**src/dma_chan_pkg.sv**
```systemverilog
// Package with register map, control fields, types and state of one channel.
package dma_chan_pkg;

  // ==========================================================================
  // Register indices as printed; the byte address is four times the index.
  localparam logic [31:0] IDX_CHAN0_ITEM_INDEX = 32'h5000360e;
  localparam logic [31:0] IDX_SOURCE_START_LOW = 32'h50003610;
  localparam logic [31:0] IDX_SOURCE_START_HIGH = 32'h50003612;
  localparam logic [31:0] IDX_DEST_START_LOW = 32'h50003614;
  localparam logic [31:0] IDX_DEST_START_HIGH = 32'h50003616;
  localparam logic [31:0] IDX_INTERRUPT_POINT = 32'h50003618;
  localparam logic [31:0] IDX_TRANSFER_LENGTH = 32'h5000361a;
  localparam logic [31:0] IDX_CHANNEL_CONTROL = 32'h5000361c;
  localparam logic [31:0] IDX_ITEM_INDEX = 32'h5000361e;
  localparam int ADDR_DECODE_W = 12;

  // ==========================================================================
  // Control register fields and reset values.
  localparam int CTRL_ON = 0;
  localparam int CTRL_WIDTH_LO = 1;
  localparam int CTRL_IRQ_EN = 3;
  localparam int CTRL_PERIPH_TRIG = 4;
  localparam int CTRL_DEST_INC = 5;
  localparam int CTRL_SRC_INC = 6;
  localparam int CTRL_CIRCULAR = 7;
  localparam int CTRL_PRIO_LO = 8;
  localparam int CTRL_IDLE_MODE = 11;
  localparam int CTRL_FILL = 12;
  localparam int CTRL_EDGE_SENSE = 13;
  localparam logic [15:0] CTRL_WRITE_MASK = 16'h3fff;
  localparam logic [15:0] REG_RESET = 16'h0000;

  // Item width codes.
  localparam logic [1:0] WIDTH_BYTE = 2'h0;
  localparam logic [1:0] WIDTH_HALF = 2'h1;
  localparam logic [1:0] WIDTH_WORD = 2'h2;

  // ==========================================================================
  // Types.
  typedef enum logic [2:0] {
    ST_IDLE, ST_ARB, ST_READ, ST_WRITE, ST_GAP
  } chan_phase_t;

  typedef struct packed {
    logic valid;
    logic write;
    logic [31:0] addr;
    logic [1:0] size;
    logic [31:0] wdata;
  } mem_req_t;

  typedef struct packed {
    logic [31:0] paddr;
    logic psel;
    logic penable;
    logic pwrite;
    logic [31:0] pwdata;
  } apb_req_t;

  typedef struct packed {
    chan_phase_t phase;
    logic [15:0] srcLow;
    logic [15:0] srcHigh;
    logic [15:0] dstLow;
    logic [15:0] dstHigh;
    logic [15:0] intPoint;
    logic [15:0] xferLen;
    logic [15:0] ctrl;
    logic [15:0] itemIndex;
    logic reqPrev;
    logic reqPend;
    logic holdBus;
    logic [31:0] itemData;
    mem_req_t mem;
    logic irq;
    logic [31:0] prdata;
  } chan_state_t;

endpackage

```
**src/dma_channel_registers.sv**
```systemverilog
// One DMA channel: APB registers, request sensing, arbitration, copy engine.
`timescale 1ns/1ns
module dma_channel_registers #(
  parameter int NUM_CHANNELS = 4,
  parameter int CHANNEL_ID = 1
) (
  // Clock and reset.
  input wire logic clk_sys,
  input wire logic reset_n,
  // APB slave.
  input wire dma_chan_pkg::apb_req_t apbReq,
  output logic [31:0] prdata,
  output logic pready,
  output logic pslverr,
  // System bus master port.
  output dma_chan_pkg::mem_req_t memReq,
  input wire logic memAck,
  input wire logic [31:0] memRdata,
  // Arbitration among channels.
  input wire logic [NUM_CHANNELS-1:0] peerRequest,
  input wire logic [NUM_CHANNELS-1:0][2:0] peerPriority,
  input wire logic peerLock,
  output logic busRequest,
  output logic busLock,
  output logic [2:0] channelPriority,
  // Peripheral request and other channel index.
  input wire logic periphRequest,
  input wire logic [15:0] chan0ItemIndex,
  // Channel interrupt, one-cycle pulse.
  output logic irqOut
);
  import dma_chan_pkg::*;

  chan_state_t state_ff;
  chan_state_t nxt_state;

  // ==========================================================================
  // Decoded control fields.
  logic chanOn;
  logic [1:0] itemWidth;
  logic irqEnable;
  logic periphTrig;
  logic destInc;
  logic srcInc;
  logic circular;
  logic idleMode;
  logic fillMode;
  logic edgeSense;
  logic [31:0] srcStart;
  logic [31:0] dstStart;
  logic [31:0] offset;
  logic [31:0] srcAddr;
  logic [31:0] dstAddr;
  logic trigger;
  logic winBus;
  logic lastItem;
  logic [ADDR_DECODE_W-1:0] decAddr;
  logic mapped;
  logic [15:0] readValue;

  assign chanOn = state_ff.ctrl[CTRL_ON];
  assign itemWidth = state_ff.ctrl[CTRL_WIDTH_LO +: 2];
  assign irqEnable = state_ff.ctrl[CTRL_IRQ_EN];
  assign periphTrig = state_ff.ctrl[CTRL_PERIPH_TRIG];
  assign destInc = state_ff.ctrl[CTRL_DEST_INC];
  assign srcInc = state_ff.ctrl[CTRL_SRC_INC];
  assign circular = state_ff.ctrl[CTRL_CIRCULAR];
  assign idleMode = state_ff.ctrl[CTRL_IDLE_MODE];
  assign fillMode = state_ff.ctrl[CTRL_FILL];
  assign edgeSense = state_ff.ctrl[CTRL_EDGE_SENSE];
  assign channelPriority = state_ff.ctrl[CTRL_PRIO_LO +: 3];

  // Start addresses are glued from their two halves.
  assign srcStart = {state_ff.srcHigh, state_ff.srcLow};
  assign dstStart = {state_ff.dstHigh, state_ff.dstLow};

  // Index scaled by item size; the reserved code steps like a byte.
  always_comb begin
    if (itemWidth == WIDTH_HALF) begin
      offset = {15'h0000, state_ff.itemIndex, 1'b0};
    end else if (itemWidth == WIDTH_WORD) begin
      offset = {14'h0000, state_ff.itemIndex, 2'b00};
    end else begin
      offset = {16'h0000, state_ff.itemIndex};
    end
  end

  // Fill mode ignores the source increment since only one fetch is done.
  assign srcAddr = (srcInc && !fillMode) ? srcStart + offset : srcStart;
  assign dstAddr = destInc ? dstStart + offset : dstStart;

  // The last item is the one whose index equals the programmed length.
  assign lastItem = (state_ff.itemIndex == state_ff.xferLen);

  // A request starts an item only in peripheral mode; level or stored edge.
  assign trigger = periphTrig && (edgeSense ? state_ff.reqPend : periphRequest);

  // ==========================================================================
  // Arbitration: lose to a higher priority, or equal priority and lower id.
  always_comb begin
    winBus = 1'b1;
    for (int j = 0; j < NUM_CHANNELS; j++) begin
      if (j != CHANNEL_ID && peerRequest[j]) begin
        if (peerPriority[j] > channelPriority) begin
          winBus = 1'b0;
        end else if (peerPriority[j] == channelPriority && j < CHANNEL_ID) begin
          winBus = 1'b0;
        end
      end
    end
  end

  assign busRequest = (state_ff.phase != ST_IDLE) && (state_ff.phase != ST_GAP);
  // A running fill holds the bus; blocking memory copies lock it too.
  assign busLock = state_ff.holdBus || (busRequest && !idleMode && !periphTrig);

  // ==========================================================================
  // APB decode on the low address bits of the byte address.
  function automatic logic [ADDR_DECODE_W-1:0] byteAddr(input logic [31:0] idx);
    byteAddr = {idx[ADDR_DECODE_W-3:0], 2'b00};
  endfunction

  assign decAddr = apbReq.paddr[ADDR_DECODE_W-1:0];

  always_comb begin
    mapped = 1'b1;
    readValue = REG_RESET;
    if (decAddr == byteAddr(IDX_CHAN0_ITEM_INDEX)) begin
      readValue = chan0ItemIndex;
    end else if (decAddr == byteAddr(IDX_SOURCE_START_LOW)) begin
      readValue = state_ff.srcLow;
    end else if (decAddr == byteAddr(IDX_SOURCE_START_HIGH)) begin
      readValue = state_ff.srcHigh;
    end else if (decAddr == byteAddr(IDX_DEST_START_LOW)) begin
      readValue = state_ff.dstLow;
    end else if (decAddr == byteAddr(IDX_DEST_START_HIGH)) begin
      readValue = state_ff.dstHigh;
    end else if (decAddr == byteAddr(IDX_INTERRUPT_POINT)) begin
      readValue = state_ff.intPoint;
    end else if (decAddr == byteAddr(IDX_TRANSFER_LENGTH)) begin
      readValue = state_ff.xferLen;
    end else if (decAddr == byteAddr(IDX_CHANNEL_CONTROL)) begin
      readValue = state_ff.ctrl;
    end else if (decAddr == byteAddr(IDX_ITEM_INDEX)) begin
      readValue = state_ff.itemIndex;
    end else begin
      mapped = 1'b0;
    end
  end

  // Read data is captured in the setup cycle, so no wait states are needed.
  assign pready = 1'b1;
  assign pslverr = apbReq.psel && apbReq.penable && !mapped;
  assign prdata = state_ff.prdata;
  assign memReq = state_ff.mem;
  assign irqOut = state_ff.irq;

  // ==========================================================================
  // Next state: register writes, request sensing and the copy sequence.
  always_comb begin
    logic apbWrite;
    logic itemDone;
    apbWrite = apbReq.psel && apbReq.penable && apbReq.pwrite;
    itemDone = 1'b0;
    nxt_state = state_ff;
    nxt_state.irq = 1'b0;
    nxt_state.reqPrev = periphRequest;

    // Register read data is sampled during the setup cycle.
    if (apbReq.psel && !apbReq.penable) begin
      nxt_state.prdata = {16'h0000, readValue};
    end

    // Rising edges are remembered in edge-sensed peripheral mode, even while an item is copied.
    if (periphTrig && edgeSense && periphRequest && !state_ff.reqPrev) begin
      nxt_state.reqPend = 1'b1;
    end

    // Copy engine; clocks are idle in effect while the channel is off.
    case (state_ff.phase)
      ST_IDLE: begin
        if (chanOn) begin
          if (!periphTrig) begin
            nxt_state.phase = ST_ARB;
          end else if (trigger) begin
            nxt_state.phase = ST_ARB;
            nxt_state.reqPend = 1'b0;
          end
        end
      end
      ST_ARB: begin
        if (state_ff.holdBus || (winBus && !peerLock)) begin
          nxt_state.mem.valid = 1'b1;
          nxt_state.mem.size = itemWidth;
          if (fillMode && state_ff.itemIndex != 16'h0000) begin
            // Later fill items reuse the single fetched value.
            nxt_state.phase = ST_WRITE;
            nxt_state.mem.write = 1'b1;
            nxt_state.mem.addr = dstAddr;
            nxt_state.mem.wdata = state_ff.itemData;
          end else begin
            nxt_state.phase = ST_READ;
            nxt_state.mem.write = 1'b0;
            nxt_state.mem.addr = srcAddr;
            nxt_state.holdBus = fillMode;
          end
        end
      end
      ST_READ: begin
        if (memAck) begin
          nxt_state.itemData = memRdata;
          nxt_state.phase = ST_WRITE;
          nxt_state.mem.write = 1'b1;
          nxt_state.mem.addr = dstAddr;
          nxt_state.mem.wdata = memRdata;
        end
      end
      ST_WRITE: begin
        if (memAck) begin
          nxt_state.mem.valid = 1'b0;
          nxt_state.mem.write = 1'b0;
          itemDone = 1'b1;
        end
      end
      ST_GAP: begin
        nxt_state.phase = ST_ARB;
      end
      default: begin
        nxt_state.phase = ST_IDLE;
      end
    endcase

    // Item completion: interrupt check comes before the index moves.
    if (itemDone) begin
      if (irqEnable && state_ff.intPoint == state_ff.itemIndex) begin
        nxt_state.irq = 1'b1;
      end
      if (lastItem) begin
        nxt_state.itemIndex = 16'h0000;
        nxt_state.holdBus = 1'b0;
        nxt_state.phase = ST_IDLE;
        if (!(circular && periphTrig)) begin
          nxt_state.ctrl[CTRL_ON] = 1'b0;
        end
      end else begin
        nxt_state.itemIndex = state_ff.itemIndex + 16'h0001;
        if (periphTrig) begin
          nxt_state.phase = ST_IDLE;
        end else if (idleMode) begin
          nxt_state.phase = ST_GAP;
        end else begin
          nxt_state.phase = ST_ARB;
        end
      end
    end

    // Register writes; a write to the control word overrides the self-clear.
    if (apbWrite) begin
      if (decAddr == byteAddr(IDX_SOURCE_START_LOW)) begin
        nxt_state.srcLow = apbReq.pwdata[15:0];
      end else if (decAddr == byteAddr(IDX_SOURCE_START_HIGH)) begin
        nxt_state.srcHigh = apbReq.pwdata[15:0];
      end else if (decAddr == byteAddr(IDX_DEST_START_LOW)) begin
        nxt_state.dstLow = apbReq.pwdata[15:0];
      end else if (decAddr == byteAddr(IDX_DEST_START_HIGH)) begin
        nxt_state.dstHigh = apbReq.pwdata[15:0];
      end else if (decAddr == byteAddr(IDX_INTERRUPT_POINT)) begin
        nxt_state.intPoint = apbReq.pwdata[15:0];
      end else if (decAddr == byteAddr(IDX_TRANSFER_LENGTH)) begin
        nxt_state.xferLen = apbReq.pwdata[15:0];
      end else if (decAddr == byteAddr(IDX_CHANNEL_CONTROL)) begin
        nxt_state.ctrl = apbReq.pwdata[15:0] & CTRL_WRITE_MASK;
      end
    end

    // Switching the channel off abandons the transfer and clears the index.
    if (!nxt_state.ctrl[CTRL_ON]) begin
      nxt_state.phase = ST_IDLE;
      nxt_state.itemIndex = 16'h0000;
      nxt_state.holdBus = 1'b0;
      nxt_state.reqPend = 1'b0;
      nxt_state.mem.valid = 1'b0;
      nxt_state.mem.write = 1'b0;
    end
  end

  // ==========================================================================
  // State register.
  always_ff @(posedge clk_sys or negedge reset_n) begin
    if (!reset_n) begin
      state_ff <= '0;
    end else begin
      state_ff <= nxt_state;
    end
  end

endmodule // dma_channel_registers

```
**config.mk**
```make
export PLATFORM = sky130hd
export DESIGN_NAME = dma_channel_registers
export DESIGN_NICKNAME = d
export VERILOG_FILES = /design/src/dma_chan_pkg.sv /design/src/dma_channel_registers.sv
export SDC_FILE = /design/constraint.sdc
export NUM_CORES = 1
export LEC_CHECK = 0
export BUFFER_PORTS_ARGS = -buffer_cell sky130_fd_sc_hd__buf_2
export CORE_ASPECT_RATIO = 1.25
export CORE_MARGIN = 3
export CORE_UTILIZATION = 60
export DETAILED_ROUTE_END_ITERATION = 6
export PLACE_DENSITY = 0.91
export SLEW_MARGIN = 20
export SYNTH_ARGS = -nofsm -noshare
export SYNTH_HDL_FRONTEND = slang
export SYNTH_SLANG_ARGS = --single-unit
```
**constraint.sdc**
```tcl
create_clock -name clk_sys -period 8.3 [get_ports clk_sys]
set_clock_uncertainty 0.05 [all_clocks]
set_input_delay 2.075 -clock clk_sys [delete_from_list [all_inputs] [get_ports clk_sys]]
set_output_delay 2.075 -clock clk_sys [all_outputs]
set_load 0.01 [all_outputs]
```
* After elaboration in Yosys (flattened, before gate mapping)
Cells that the tools add are included.
** Word-level totals
- Bits of input ports :: 136
- Logic and storage cells :: 190
- Bits in registers :: 249
** Cells by class
- Muxes and demuxes :: 81
- Reductions and logical operators :: 43
- $lt $le $gt $ge :: 3
- Eq/ne operators :: 33
- Add/sub/neg operators :: 3
- Bitwise operators :: 6
** Operator list (count)
- $mux 16 :: 11
- $mux 32 :: 5
- $pmux 32 s2 :: 2
- $eq 12x12->1 const B :: 9
- $mux 68 :: 1
- $mux 33 :: 2
- $add 32x32->32 :: 2
- $mux 1 :: 42
- $eq 16x16->1 :: 2
- $mux 3 :: 10
- $mux 18 :: 1
- $mux 17 :: 1
- $add 16x1->16 const B :: 1
- $logic_and 1x1->1 :: 16
- $reduce_bool 16->1 :: 1
- $ne 3x3->1 const B :: 5
- $pmux 3 s5 :: 1
- $ne 4x4->1 const B :: 3
- $reduce_and 4->1 :: 3
- $reduce_and 5->1 :: 2
- $gt 3x3->1 :: 3
- $reduce_and 3->1 :: 3
- $reduce_and 8->1 :: 1
- $logic_not 1->1 :: 7
- 22 further kinds :: 35

* Logic depth before layout (Yosys ltp)
Gate-level depths: netlist of run 1.
- Word-level depth :: 15
- Mapped depth :: 17
- Depth with buffers taken out :: 14

* Worst setup path after synthesis of run 1
OpenSTA, ideal clock, no wires.
- Path kind :: input to output
- Start :: input apbReq[35] (netlist name)
- End :: output pslverr
- Cell stages on the path :: 6
- Path slack :: 2.646 ns
- Arrival :: 3.529 ns
- Required time :: 6.175 ns
- Cells stage by stage :: or4_4 > nor3_1 > and3_1 > clkbuf_1 > buf_2 > nor4_1
** On the way
- Cells in the longest elaborated chain, start to end :: 12
** Ends and longest elaborated chain
- from (decl) :: line dma_channel_registers.sv:11 : input wire dma_chan_pkg::apb_req_t apbReq,
- $eq 12x12->1 :: line dma_channel_registers.sv:144 : end else if (decAddr == byteAddr(IDX_ITEM_INDEX)) begin
- $mux 1 :: line dma_channel_registers.sv:144
- $mux 1 :: line dma_channel_registers.sv:142 : end else if (decAddr == byteAddr(IDX_CHANNEL_CONTROL)) begin
- $mux 1 :: line dma_channel_registers.sv:140 : end else if (decAddr == byteAddr(IDX_TRANSFER_LENGTH)) begin
- $mux 1 :: line dma_channel_registers.sv:138 : end else if (decAddr == byteAddr(IDX_INTERRUPT_POINT)) begin
- $mux 1 :: line dma_channel_registers.sv:136 : end else if (decAddr == byteAddr(IDX_DEST_START_HIGH)) begin
- $mux 1 :: line dma_channel_registers.sv:134 : end else if (decAddr == byteAddr(IDX_DEST_START_LOW)) begin
- $mux 1 :: line dma_channel_registers.sv:132 : end else if (decAddr == byteAddr(IDX_SOURCE_START_HIGH)) begin
- $mux 1 :: line dma_channel_registers.sv:130 : end else if (decAddr == byteAddr(IDX_SOURCE_START_LOW)) begin
- $mux 1 * :: line dma_channel_registers.sv:128 : if (decAddr == byteAddr(IDX_CHAN0_ITEM_INDEX)) begin
- $logic_not 1->1 * :: line dma_channel_registers.sv:153 : assign pslverr = apbReq.psel && apbReq.penable && !mapped;
- $logic_and 1x1->1 * :: line dma_channel_registers.sv:153
- to (decl) :: line dma_channel_registers.sv:14 : output logic pslverr,
Mark *: on every way between the ends. The rest lies on a longest branch, timed or not.

* Final worst setup path of run 1
- Start :: input apbReq[45] (netlist name)
- End :: output pslverr
The elaborated chain is that of the path after synthesis.

==> results of run 1 <==
==> layer usage <==
layer	share of wire [%]	up-vias	global-route usage (%)
met1	35	6467	41.3
met4	7.9	6	20.0
met2	48	871	55.2
li1	-	5909	-
met3	9.3	233	5.71
met5	0.055	-	0
==> power groups by stage <==
stage	logic (W)	registers [W]	clock network, W
final	0.000119	0.00123	0.00128
after global routing	0.000131	0.00123	0.00133
after CTS	0.000118	0.00123	0.00128
after detailed placement	0.000117	0.00126	0
after global placement	0.000114	0.00125	0
after floorplan	0.0000523	0.00125	0
==> worst max-delay path: stages <==
cell,delay [ns]
buf_2,0.10
or3b_2,0.53
nor2_1,0.31
and2_0,0.75
nor4_1,0.19
buf_2,0.19
==> area by class of cell <==
class                   instances  area (µm²)
diodes                          5        12.5
clock buffers                  34         719
clock inverters                11         211
fillers                      1934        8510
inverters                      34         128
multi-input cells            1160        8160
flip-flops and latches        249        6230
well taps                     335         419
repair buffers                201        1070
==> path summary, 6_finish.rpt <==
kind / from / endpoint / cells past startpoint
max: apbReq[45] / pslverr / 6
max reg2reg: itemWidth[0]$_DFFE_PN0P_ / memReq[64]$_DFFE_PN0P_ / 14
min in group asynchronous: reset_n / prdata[15]$_DFFE_PN0P_ / 1
min: prdata[13]$_DFFE_PN0P_ / prdata[13]$_DFFE_PN0P_ / 1
max in group asynchronous: reset_n / memReq[18]$_DFFE_PN0P_ / 2
min reg2reg: prdata[13]$_DFFE_PN0P_ / prdata[13]$_DFFE_PN0P_ / 1
==> cell families (layout without fill, tap and decap cells) <==
logic type	after synthesis	in the layout	share of synthesized area, %
other	2	22	0.0480
AND/OR/NAND/NOR	456	456	14.2
XOR/XNOR	84	84	4.70
adder cells (fa/ha/maj)	49	49	4.01
AO/OA/AOI/OAI	390	390	16.9
multiplexers	164	164	11.7
buffers and inverters	240	280	8.64
flip-flops	249	249	39.8
==> through the flow <==
stage	instances	util, %	total power (W)	setup slack, ns	cell area, µm²
6_report	2029	66.6	0.00263	2.02	17000
3_5_place_dp	1979	62.9	0.00137	2.08	16000
4_1_cts	2024	66.5	0.00263	2.09	16900
2_1_floorplan	1649	-	0.00131	2.65	15700
3_3_place_gp	1979	62.9	0.00137	2.11	16000
5_1_grt	2029	66.6	0.00269	1.91	17000
==> state kept, by name, indices dropped and copies added, names as in the netlist, 2 cells and up <==
name / cells
srcStart: 32
dstStart: 32
state_ff: 86
memReq: 68
prdata: 16
itemWidth: 2
channelPriority: 3
==> cell usage in the layout (no fill, tap or decap), types with 12 or more instances in the layout <==
cell and instances:
conb_1 17, o21a_1 12, ha_1 47, nand4_1 14, mux2_2 134, a31oi_1 56
o21ai_0 67, nor2_1 136, clkbuf_16 25, xor2_1 49, a21o_1 23, and3_1 17
nor4_1 14, mux2i_1 19, inv_1 34, nor3_1 21, buf_4 14, o221ai_1 14
nand3_1 57, dfrtp_1 249, a222oi_1 16, a22oi_1 27, a21oi_1 65, buf_2 185
nand2_1 118, o22ai_1 18, nand2b_1 17, o211ai_1 21, xnor2_1 35
==> impl_results.md, run 1 <==
- Crit share post-route: 75.6%
- Die ar.: 28100 µm²
- Synthesized instance count: 1634
- Antenna-violating nets left: 0
- Pwr dens: 155 nW/µm²
- Register bit total from synthesis: 249
- Initial Util: 61.5%
- # IOs: 244
- I/O Buffers: 186
- CP arrival: 4.15 ns
- Yosys warning count: 0
- Final wirelength: 47700 µm
- Die Span Y: 187 µm
- Peak fanout along the critical path: 14
- Final Critical Period: 6.28 ns
- Slew HR: 32.6%
- Slew Viols, Final: 0
- Final nets: 1856
- Max-capacitance violation count: 0
- Largest net degree at the start of global routing: 162
- Core area: 25500 µm²
- First-pass GRT wire length: 74300 µm
- Area leader, netlist: dfrtp_1
- Setup CP Type: in -> out
- DP Wirelength: 34700 µm
- P&R area growth vs syn: 8.24%
- Flop2flop setup slack: 3.27 ns
- Peak supply drop: 0.000189 V
- Die width: 151 µm
- Drt first-iter violations: 1488
- Outcome: completed
- CP startpoint kind: input port
- Synth top area share: 39.8%
- Placer Congestion: 1.00
- Clock Latency Late Sink: 0.53 ns
- Worst-path clk slew: 0.06 ns
- Vias: 13486
- Synth unique cells: 82
- Crit. End Element: output port
- Logic pwr share: 4.5%
- Clock buffer depth: 3
- Setup Viol. Count Final: 0
- Sequential Power Share: 46.8%
- Worst slew pin tran: 1.01 ns
- Seq/Total Area, Yosys: 39.8%
- Pleak: 8.14 nW
- H-tree levels: 1
- Async SR Flop Fraction: 100%
- CTS root buf: clkbuf_16
- Top post-synthesis cells by count: 249 x dfrtp_1, 139 x nor2_1, 134 x mux2_2
- Vias per cell: 6.65
- Post-synth EDFFs: 0
- Top FF cell, synth: dfrtp_1
- Required @ worst endpoint: 6.18 ns
- Total setup buffers inserted after CTS: 0
- PostCTS Resize Cnt: 0
- Hold crit path type: reg -> reg
- Hold_ws: 0.422 ns
- Setup TNS: 0 ns
- Vias in the first global route: 13110
- # rows: 65
- Clock sink total: 249
- RSZ-0062 raised after global routing: false
- Switching Fraction: 21.9%
- GR Overflow Total: 0
- Net Sw Power: 0.000577 W
- CTS buffer count: 25
- Top-count cell post-synth: dfrtp_1
- CTS tree: done
- Final Hold Viols: 0
- Int Power: 0.00206 W
- First-pass DRT Iterations: 6
- Initial antenna violation count: 8
- Post-Syn Area: 15700 µm²
- Synth area leaders: dfrtp_1 40%, mux2_2 9.6%, buf_4 5.1%, ha_1 3.8%, nor2_1 3.3%
- Residual DRC: 0
- Clock network power share: 48.7%
- Avg WL per Cell: 23.5 µm
- Peak Freq: 0.159 GHz
- Tot GR Track Use: 33.6%
- CTS Hold Bufs: 0
- Synthesized area per cell: 9.58 µm²
- Layout cell share with drive strength beyond 1: 24.3%
No activity file was read; power rests on OpenSTA's default activity.
==> inputs of run 2 (changes only) <==
Settings changed: CORE_UTILIZATION 60 to 52, PLACE_DENSITY 0.91 to 0.84.
Clock period 8.3 ns to 5.12 ns, I/O delays scaled along.
==> run 2 against run 1 <==
The run now ends with design-rule violations left. Wire length increased by 1.6%. Sequential cell count stayed put. Total power up 58%.
==> impl_results.md, run 2 (same netlist as run 1, synthesis figures left out) <==
- R2R depth: 15 (+1)
- Avg WL per Cell: 23.0 µm (-2.1%)
- Crit. End Element: output port
- Placer Congestion: 1.06 (+5.7%)
- Vias per cell: 6.31 (-5.1%)
- Die ar.: 32200 µm² (+15%)
- CP startpoint kind: input port
- Setup Viol. Count Final: 0 (unchanged)
- Worst slew pin tran: 0.977 ns (-0.0323 ns)
- Final nets: 1875 (+1.0%)
- CP arrival: 2.84 ns (-1.31 ns)
- GR Overflow Total: 0 (unchanged)
- Peak fanout along the critical path: 4 (-10)
- Met2 Use GR: 49.8% (-5.4 points)
- Peak supply drop: 0.000257 V (+36%)
- Slew HR: 34.6% (+1.9 points)
- CTS root buf: clkbuf_16
- Antenna-violating nets left: 0 (unchanged)
- # IOs: 244 (unchanged)
- Met1 usage: 34.8% (-6.5 points)
- P&R area growth vs syn: 9.24%
- Vias in the first global route: 13041 (-0.53%)
- CTS Hold Bufs: 0 (unchanged)
- # rows: 70 (+7.7%)
- Required @ worst endpoint: 3.79 ns (-2.39 ns)
- DP Wirelength: 36000 µm (+3.7%)
- Max-capacitance violation count: 0 (unchanged)
- Tot GR Track Use: 29.0% (-4.6 points)
- Final wirelength: 48500 µm (+1.6%)
- I/O Buffers: 186 (unchanged)
- First-pass GRT wire length: 73500 µm (-1.1%)
- CTS tree: done
- Vias: 13288 (-1.5%)
- Initial antenna violation count: 3 (-5)
- Cell Count, Final, Fillers Out: 2106 (+3.8%)
- Largest net degree at the start of global routing: 114 (-30%)
- PostCTS Resize Cnt: 0 (unchanged)
- Pleak: 8.20 nW (+0.79%)
- Post-Place Cells: 2058 (+4.0%)
- Setup CP Type: in -> out
- Core area: 29400 µm² (+16%)
- Setup TNS: 0 ns (unchanged)
- Largest Register: state_ff
- Commonest non-fill, non-tap cells in the layout: 249 x dfrtp_1, 185 x buf_2, 137 x nor2_1
- H-tree levels: 1 (unchanged)
- Worst-path clk slew: 0.06 ns (about the same)
- Final Critical Period: 4.17 ns
- CTS buffer count: 26 (+4.0%)
- Final Hold Viols: 0 (unchanged)
- Pwr dens: 243 nW/µm² (+56%)
- Hold depth: 1 (unchanged)
- Failing checks: design-rule violations
- Slew Viols, Final: 0 (unchanged)
- Crit share post-route: 81.4%
- Outcome: finished with violations
- First-pass DRT Iterations: 7 (+1)
- Die Span Y: 200 µm (+7.2%)
- Layout cell share with drive strength beyond 1: 25.0% (+0.70 points)
- Clock buffer depth: 3 (unchanged)
- Die width: 161 µm (+7.1%)
- Residual DRC: 2 (+2)
- Peak Freq: 0.240 GHz
- Drt first-iter violations: 1319 (-11%)
- GRT busiest layer: met2
- Largest register FFs: 86 (unchanged)
- Initial Util: 53.2% (-8.3 points)
- Total setup buffers inserted after CTS: 0 (unchanged)
- Clock sink total: 249 (unchanged)
- Met3 Usage GRT: 4.48% (-1.2 points)
- Hold crit path type: reg -> reg
- Clock Latency Late Sink: 0.53 ns (about the same)
- RSZ-0062 raised after global routing: false
- Commonest non-fill, non-tap cell in the layout: dfrtp_1
[run 2: changes by cell type in the layout (fill, tap and decap cells not counted), moves of 2 or more]
cell       delta
bufinv_16     -3
clkinv_2      +2
clkbuf_8      -2
nor2_2        -2
clkbuf_16     +2
buf_4        +18
clkbuf_1      -2
[run 2: worst paths after layout]
kind	from	to	slack, ns
hold reg to reg	prdata[12]$_DFFE_PN0P_	prdata[12]$_DFFE_PN0P_	0.43
min in group asynchronous	reset_n	state_ff[186]$_DFFE_PN0P_	0.68
setup / recovery	apbReq[35]	pslverr	0.95
setup reg to reg	itemWidth[1]$_DFFE_PN0P_	memReq[54]$_DFFE_PN0P_	0.97
hold / removal	prdata[12]$_DFFE_PN0P_	prdata[12]$_DFFE_PN0P_	0.43
max in group asynchronous	reset_n	memReq[55]$_DFFE_PN0P_	3.17
[run 2: per-stage QoR]
| step | worst slack, ns | area [µm²] | hold WS (ns) | utilization [%] | power (W) |
|---|---|---|---|---|---|
| 6_report | 0.952 | 17100 | 0.429 | 58.1 | 0.00415 |
| 5_1_grt | 0.711 | 17100 | 0.450 | 58.1 | 0.00426 |
| 4_1_cts | 0.975 | 17100 | 0.430 | 58.1 | 0.00417 |
| 3_5_place_dp | 0.921 | 16200 | 0.414 | 55.1 | 0.00223 |
| 3_3_place_gp | 1.03 | 16200 | 0.408 | 55.1 | 0.00222 |
| 2_1_floorplan | 1.06 | 15700 | 0.401 | - | 0.00212 |
[run 2: final cells by class]
| cell class | instances | area, µm² |
|---|---|---|
| fillers | 2531 | 12300 |
| multi-input cells | 1160 | 8160 |
| flip-flops and latches | 249 | 6230 |
| repair buffers | 219 | 1200 |
| clock buffers | 32 | 734 |
| well taps | 396 | 495 |
| clock inverters | 12 | 148 |
| inverters | 34 | 128 |
| diodes | 4 | 10.0 |
[run 2: worst max-delay path, stage by stage]
cell and delay [ns]:
buf_2 0.10, nor4_1 0.57, nand2_1 0.10, o311ai_0 0.50
nor4_1 0.11, buf_2 0.17
[run 2: metal layers]
metal / vias to the layer above / part of all wire (%)
li1: 5948 / -
met1: 6483 / 37
met2: 675 / 49
met3: 180 / 7.4
met4: 2 / 6.6
met5: - / 0.014
[run 2: power breakdown]
| group | total [W] | switching (W) | internal [W] |
|---|---|---|---|
| Clock | 0.00196 | 0.000793 | 0.00116 |
| Combinational | 0.000198 | 0.000134 | 0.0000641 |
| Sequential | 0.00200 | 0.0000112 | 0.00199 |
| Total | 0.00415 | 0.000938 | 0.00322 |
==> inputs of run 3 (changes only) <==
Settings changed: CORE_UTILIZATION 52 to 58, PLACE_DENSITY 0.84 to 0.88.
Clock period 5.12 ns to 4.15 ns, I/O delays scaled along.
==> run 3 against run 2 <==
The flow still finishes with violations (design-rule violations). Sequential share of layout area about the same. Combinational power up 25%. Register-to-register slack worse by 0.71 ns.
==> impl_results.md, run 3 (same netlist as run 1, synthesis figures left out) <==
- Final Hold Viols: 0 (unchanged)
- CP Launch Point: itemWidth[0]$_DFFE_PN0P_
- Peak fanout along the critical path: 11 (+7)
- Clock Latency Late Sink: 0.53 ns (about the same)
- Residual DRC: 1 (-1)
- Final wirelength: 48700 µm (+0.47%)
- Footprint of the multi-input gates: 8160 µm² (about the same)
- Avg WL per Cell: 23.6 µm (+2.8%)
- CTS Hold Bufs: 0 (unchanged)
- Setup Viol. Count Final: 0 (unchanged)
- Vias in the first global route: 13443 (+3.1%)
- Peak supply drop: 0.000281 V (+9.4%)
- Cell Area, Placed: 16300 µm² (+0.25%)
- Fill cell count: 2054 (-19%)
- Failing checks: design-rule violations
- CP arrival: 4.29 ns (+1.45 ns)
- Sequential Power Share: 48.9% (+0.8 points)
- Final nets: 1886 (+0.59%)
- H-tree levels: 1 (unchanged)
- Tot GR Track Use: 32.3% (+3.2 points)
- Peak Freq: 0.257 GHz
- Initial antenna violation count: 3 (unchanged)
- First-pass DRT Iterations: 7 (unchanged)
- Setup TNS: 0 ns (unchanged)
- GR Overflow Total: 0 (unchanged)
- Clock network power share: 46.2% (-0.9 points)
- # rows: 66 (-5.7%)
- Largest net degree at the start of global routing: 104 (-8.8%)
- CTS tree: done
- Required @ worst endpoint: 4.55 ns (+0.76 ns)
- Hold crit path type: reg -> reg
- Hold_sp: prdata[15]$_DFFE_PN0P_
- Clock buffer depth: 3 (unchanged)
- RSZ-0062 raised after global routing: false
- Commonest non-fill, non-tap cell in the layout: dfrtp_1
- Crit share post-route: 93.8%
- Switching Fraction: 23.0% (+0.37 points)
- Drt first-iter violations: 1436 (+8.9%)
- Net Sw Power: 0.00116 W (+23%)
- Die width: 153 µm (-5.1%)
- Antenna-violating nets left: 0 (unchanged)
- Placer Congestion: 0.984 (-7.2%)
- Flop2flop setup slack: 0.26 ns (-0.71 ns)
- Initial Util: 59.4% (+6.2 points)
- Clock sink total: 249 (unchanged)
- Logic pwr share: 4.9% (about the same)
- CTS buffer count: 25 (-3.8%)
- Slew Viols, Final: 0 (unchanged)
- Slew HR: 31.7% (-2.9 points)
- Largest Register: state_ff
- # IOs: 244 (unchanged)
- Vias per cell: 6.62 (+5.0%)
- CP startpoint kind: flip-flop
- Crit. End Element: flip-flop
- Max-capacitance violation count: 0 (unchanged)
- Pwr dens: 295 nW/µm² (+21%)
- Die Span Y: 190 µm (-5.2%)
- First-pass GRT wire length: 74300 µm (+1.2%)
- Core area: 26300 µm² (-10%)
- DP Wirelength: 36200 µm (+0.58%)
- Vias: 13639 (+2.6%)
- Sequential Area: 6230 µm² (unchanged)
- Int Power: 0.00388 W (+21%)
- Largest register FFs: 86 (unchanged)
- Commonest non-fill, non-tap cells in the layout: 249 x dfrtp_1, 185 x buf_2, 137 x nor2_1
- Die ar.: 29000 µm² (-10%)
- R2r startpoint: itemWidth[0]$_DFFE_PN0P_
- Cell area after layout: 17100 µm² (about the same)
- I/O Buffers: 186 (unchanged)
- P&R area growth vs syn: 9.14% (about the same)
- Final Critical Period: 3.89 ns
- CTS root buf: clkbuf_16
- Worst slew pin tran: 1.02 ns (+0.0475 ns)
- Pleak: 8.25 nW (+0.61%)
- Outcome: finished with violations
- Worst-path clk slew: 0.07 ns (about the same)
- Setup CP Type: reg -> reg
- Layout cell share with drive strength beyond 1: 25.4% (+0.41 points)
-- run 3: worst paths after layout --
path | to | cells past startpoint
min reg2reg | prdata[15]$_DFFE_PN0P_ | 2
min in group asynchronous | memReq[36]$_DFFE_PN0P_ | 1
max | memReq[51]$_DFFE_PN0P_ | 14
max in group asynchronous | state_ff[116]$_DFFE_PN0P_ | 2
max reg2reg | memReq[51]$_DFFE_PN0P_ | 14
min | prdata[15]$_DFFE_PN0P_ | 2
-- run 3: what timing repair did --
action / 4_1_cts / 5_1_grt
setup endpoints to repair: 0 / 3
buffers inserted: 0 / 0
gates resized for setup: 0 / 2
-- run 3: power by group through the flow --
stage / clock network [W] / logic, W / registers [W]
3_5_place_dp: 0 / 0.000243 / 0.00251
4_1_cts: 0.00234 / 0.000245 / 0.00246
6_report: 0.00233 / 0.000247 / 0.00247
3_3_place_gp: 0 / 0.000238 / 0.00251
2_1_floorplan: 0 / 0.000105 / 0.00251
5_1_grt: 0.00243 / 0.000268 / 0.00247
-- run 3: cell type report --
| class | instances | area share (%) |
|---|---|---|
| Antenna cell | 1 | 0.0146 |
| Clock buffer | 32 | 3.99 |
| Clock inverter | 12 | 0.849 |
| Inverter | 34 | 0.747 |
| Multi-Input combinational cell | 1160 | 47.8 |
| Sequential cell | 249 | 36.5 |
| Tap cell | 340 | 2.49 |
| Timing Repair Buffer | 231 | 7.70 |
-- run 3: worst max-delay path, stage by stage (launching register included) --
cell and delay (ns):
dfrtp_1 0.46, nand2b_1 0.19, nand2_1 0.12, buf_4 0.20
nor2_1 0.05, nor2_1 0.27, ha_1 0.39, a21o_1 0.25
a2111oi_0 0.43, o21ai_0 0.15, o32ai_1 0.34, xnor2_1 0.11
a2111oi_1 0.48, buf_4 0.20, a221o_1 0.09
-- run 3: metrics by stage --
step	power (W)	util (%)	hold WS, ns	worst slack, ns	std cells
4_1_cts	0.00505	64.8	0.430	0.197	2058
5_1_grt	0.00517	64.9	0.456	0.0503	2059
6_report	0.00504	64.9	0.423	0.258	2059
2_1_floorplan	0.00261	-	0.401	0.451	1649
3_5_place_dp	0.00275	61.7	0.416	0.256	2014
3_3_place_gp	0.00275	61.7	0.406	0.306	2014
-- run 3: per-layer routing --
metal  track usage [%]  wire length, µm
met1              39.3            17300
met2              55.0            23400
met3              5.03             4600
met4              17.9             3290
met5                 0               21
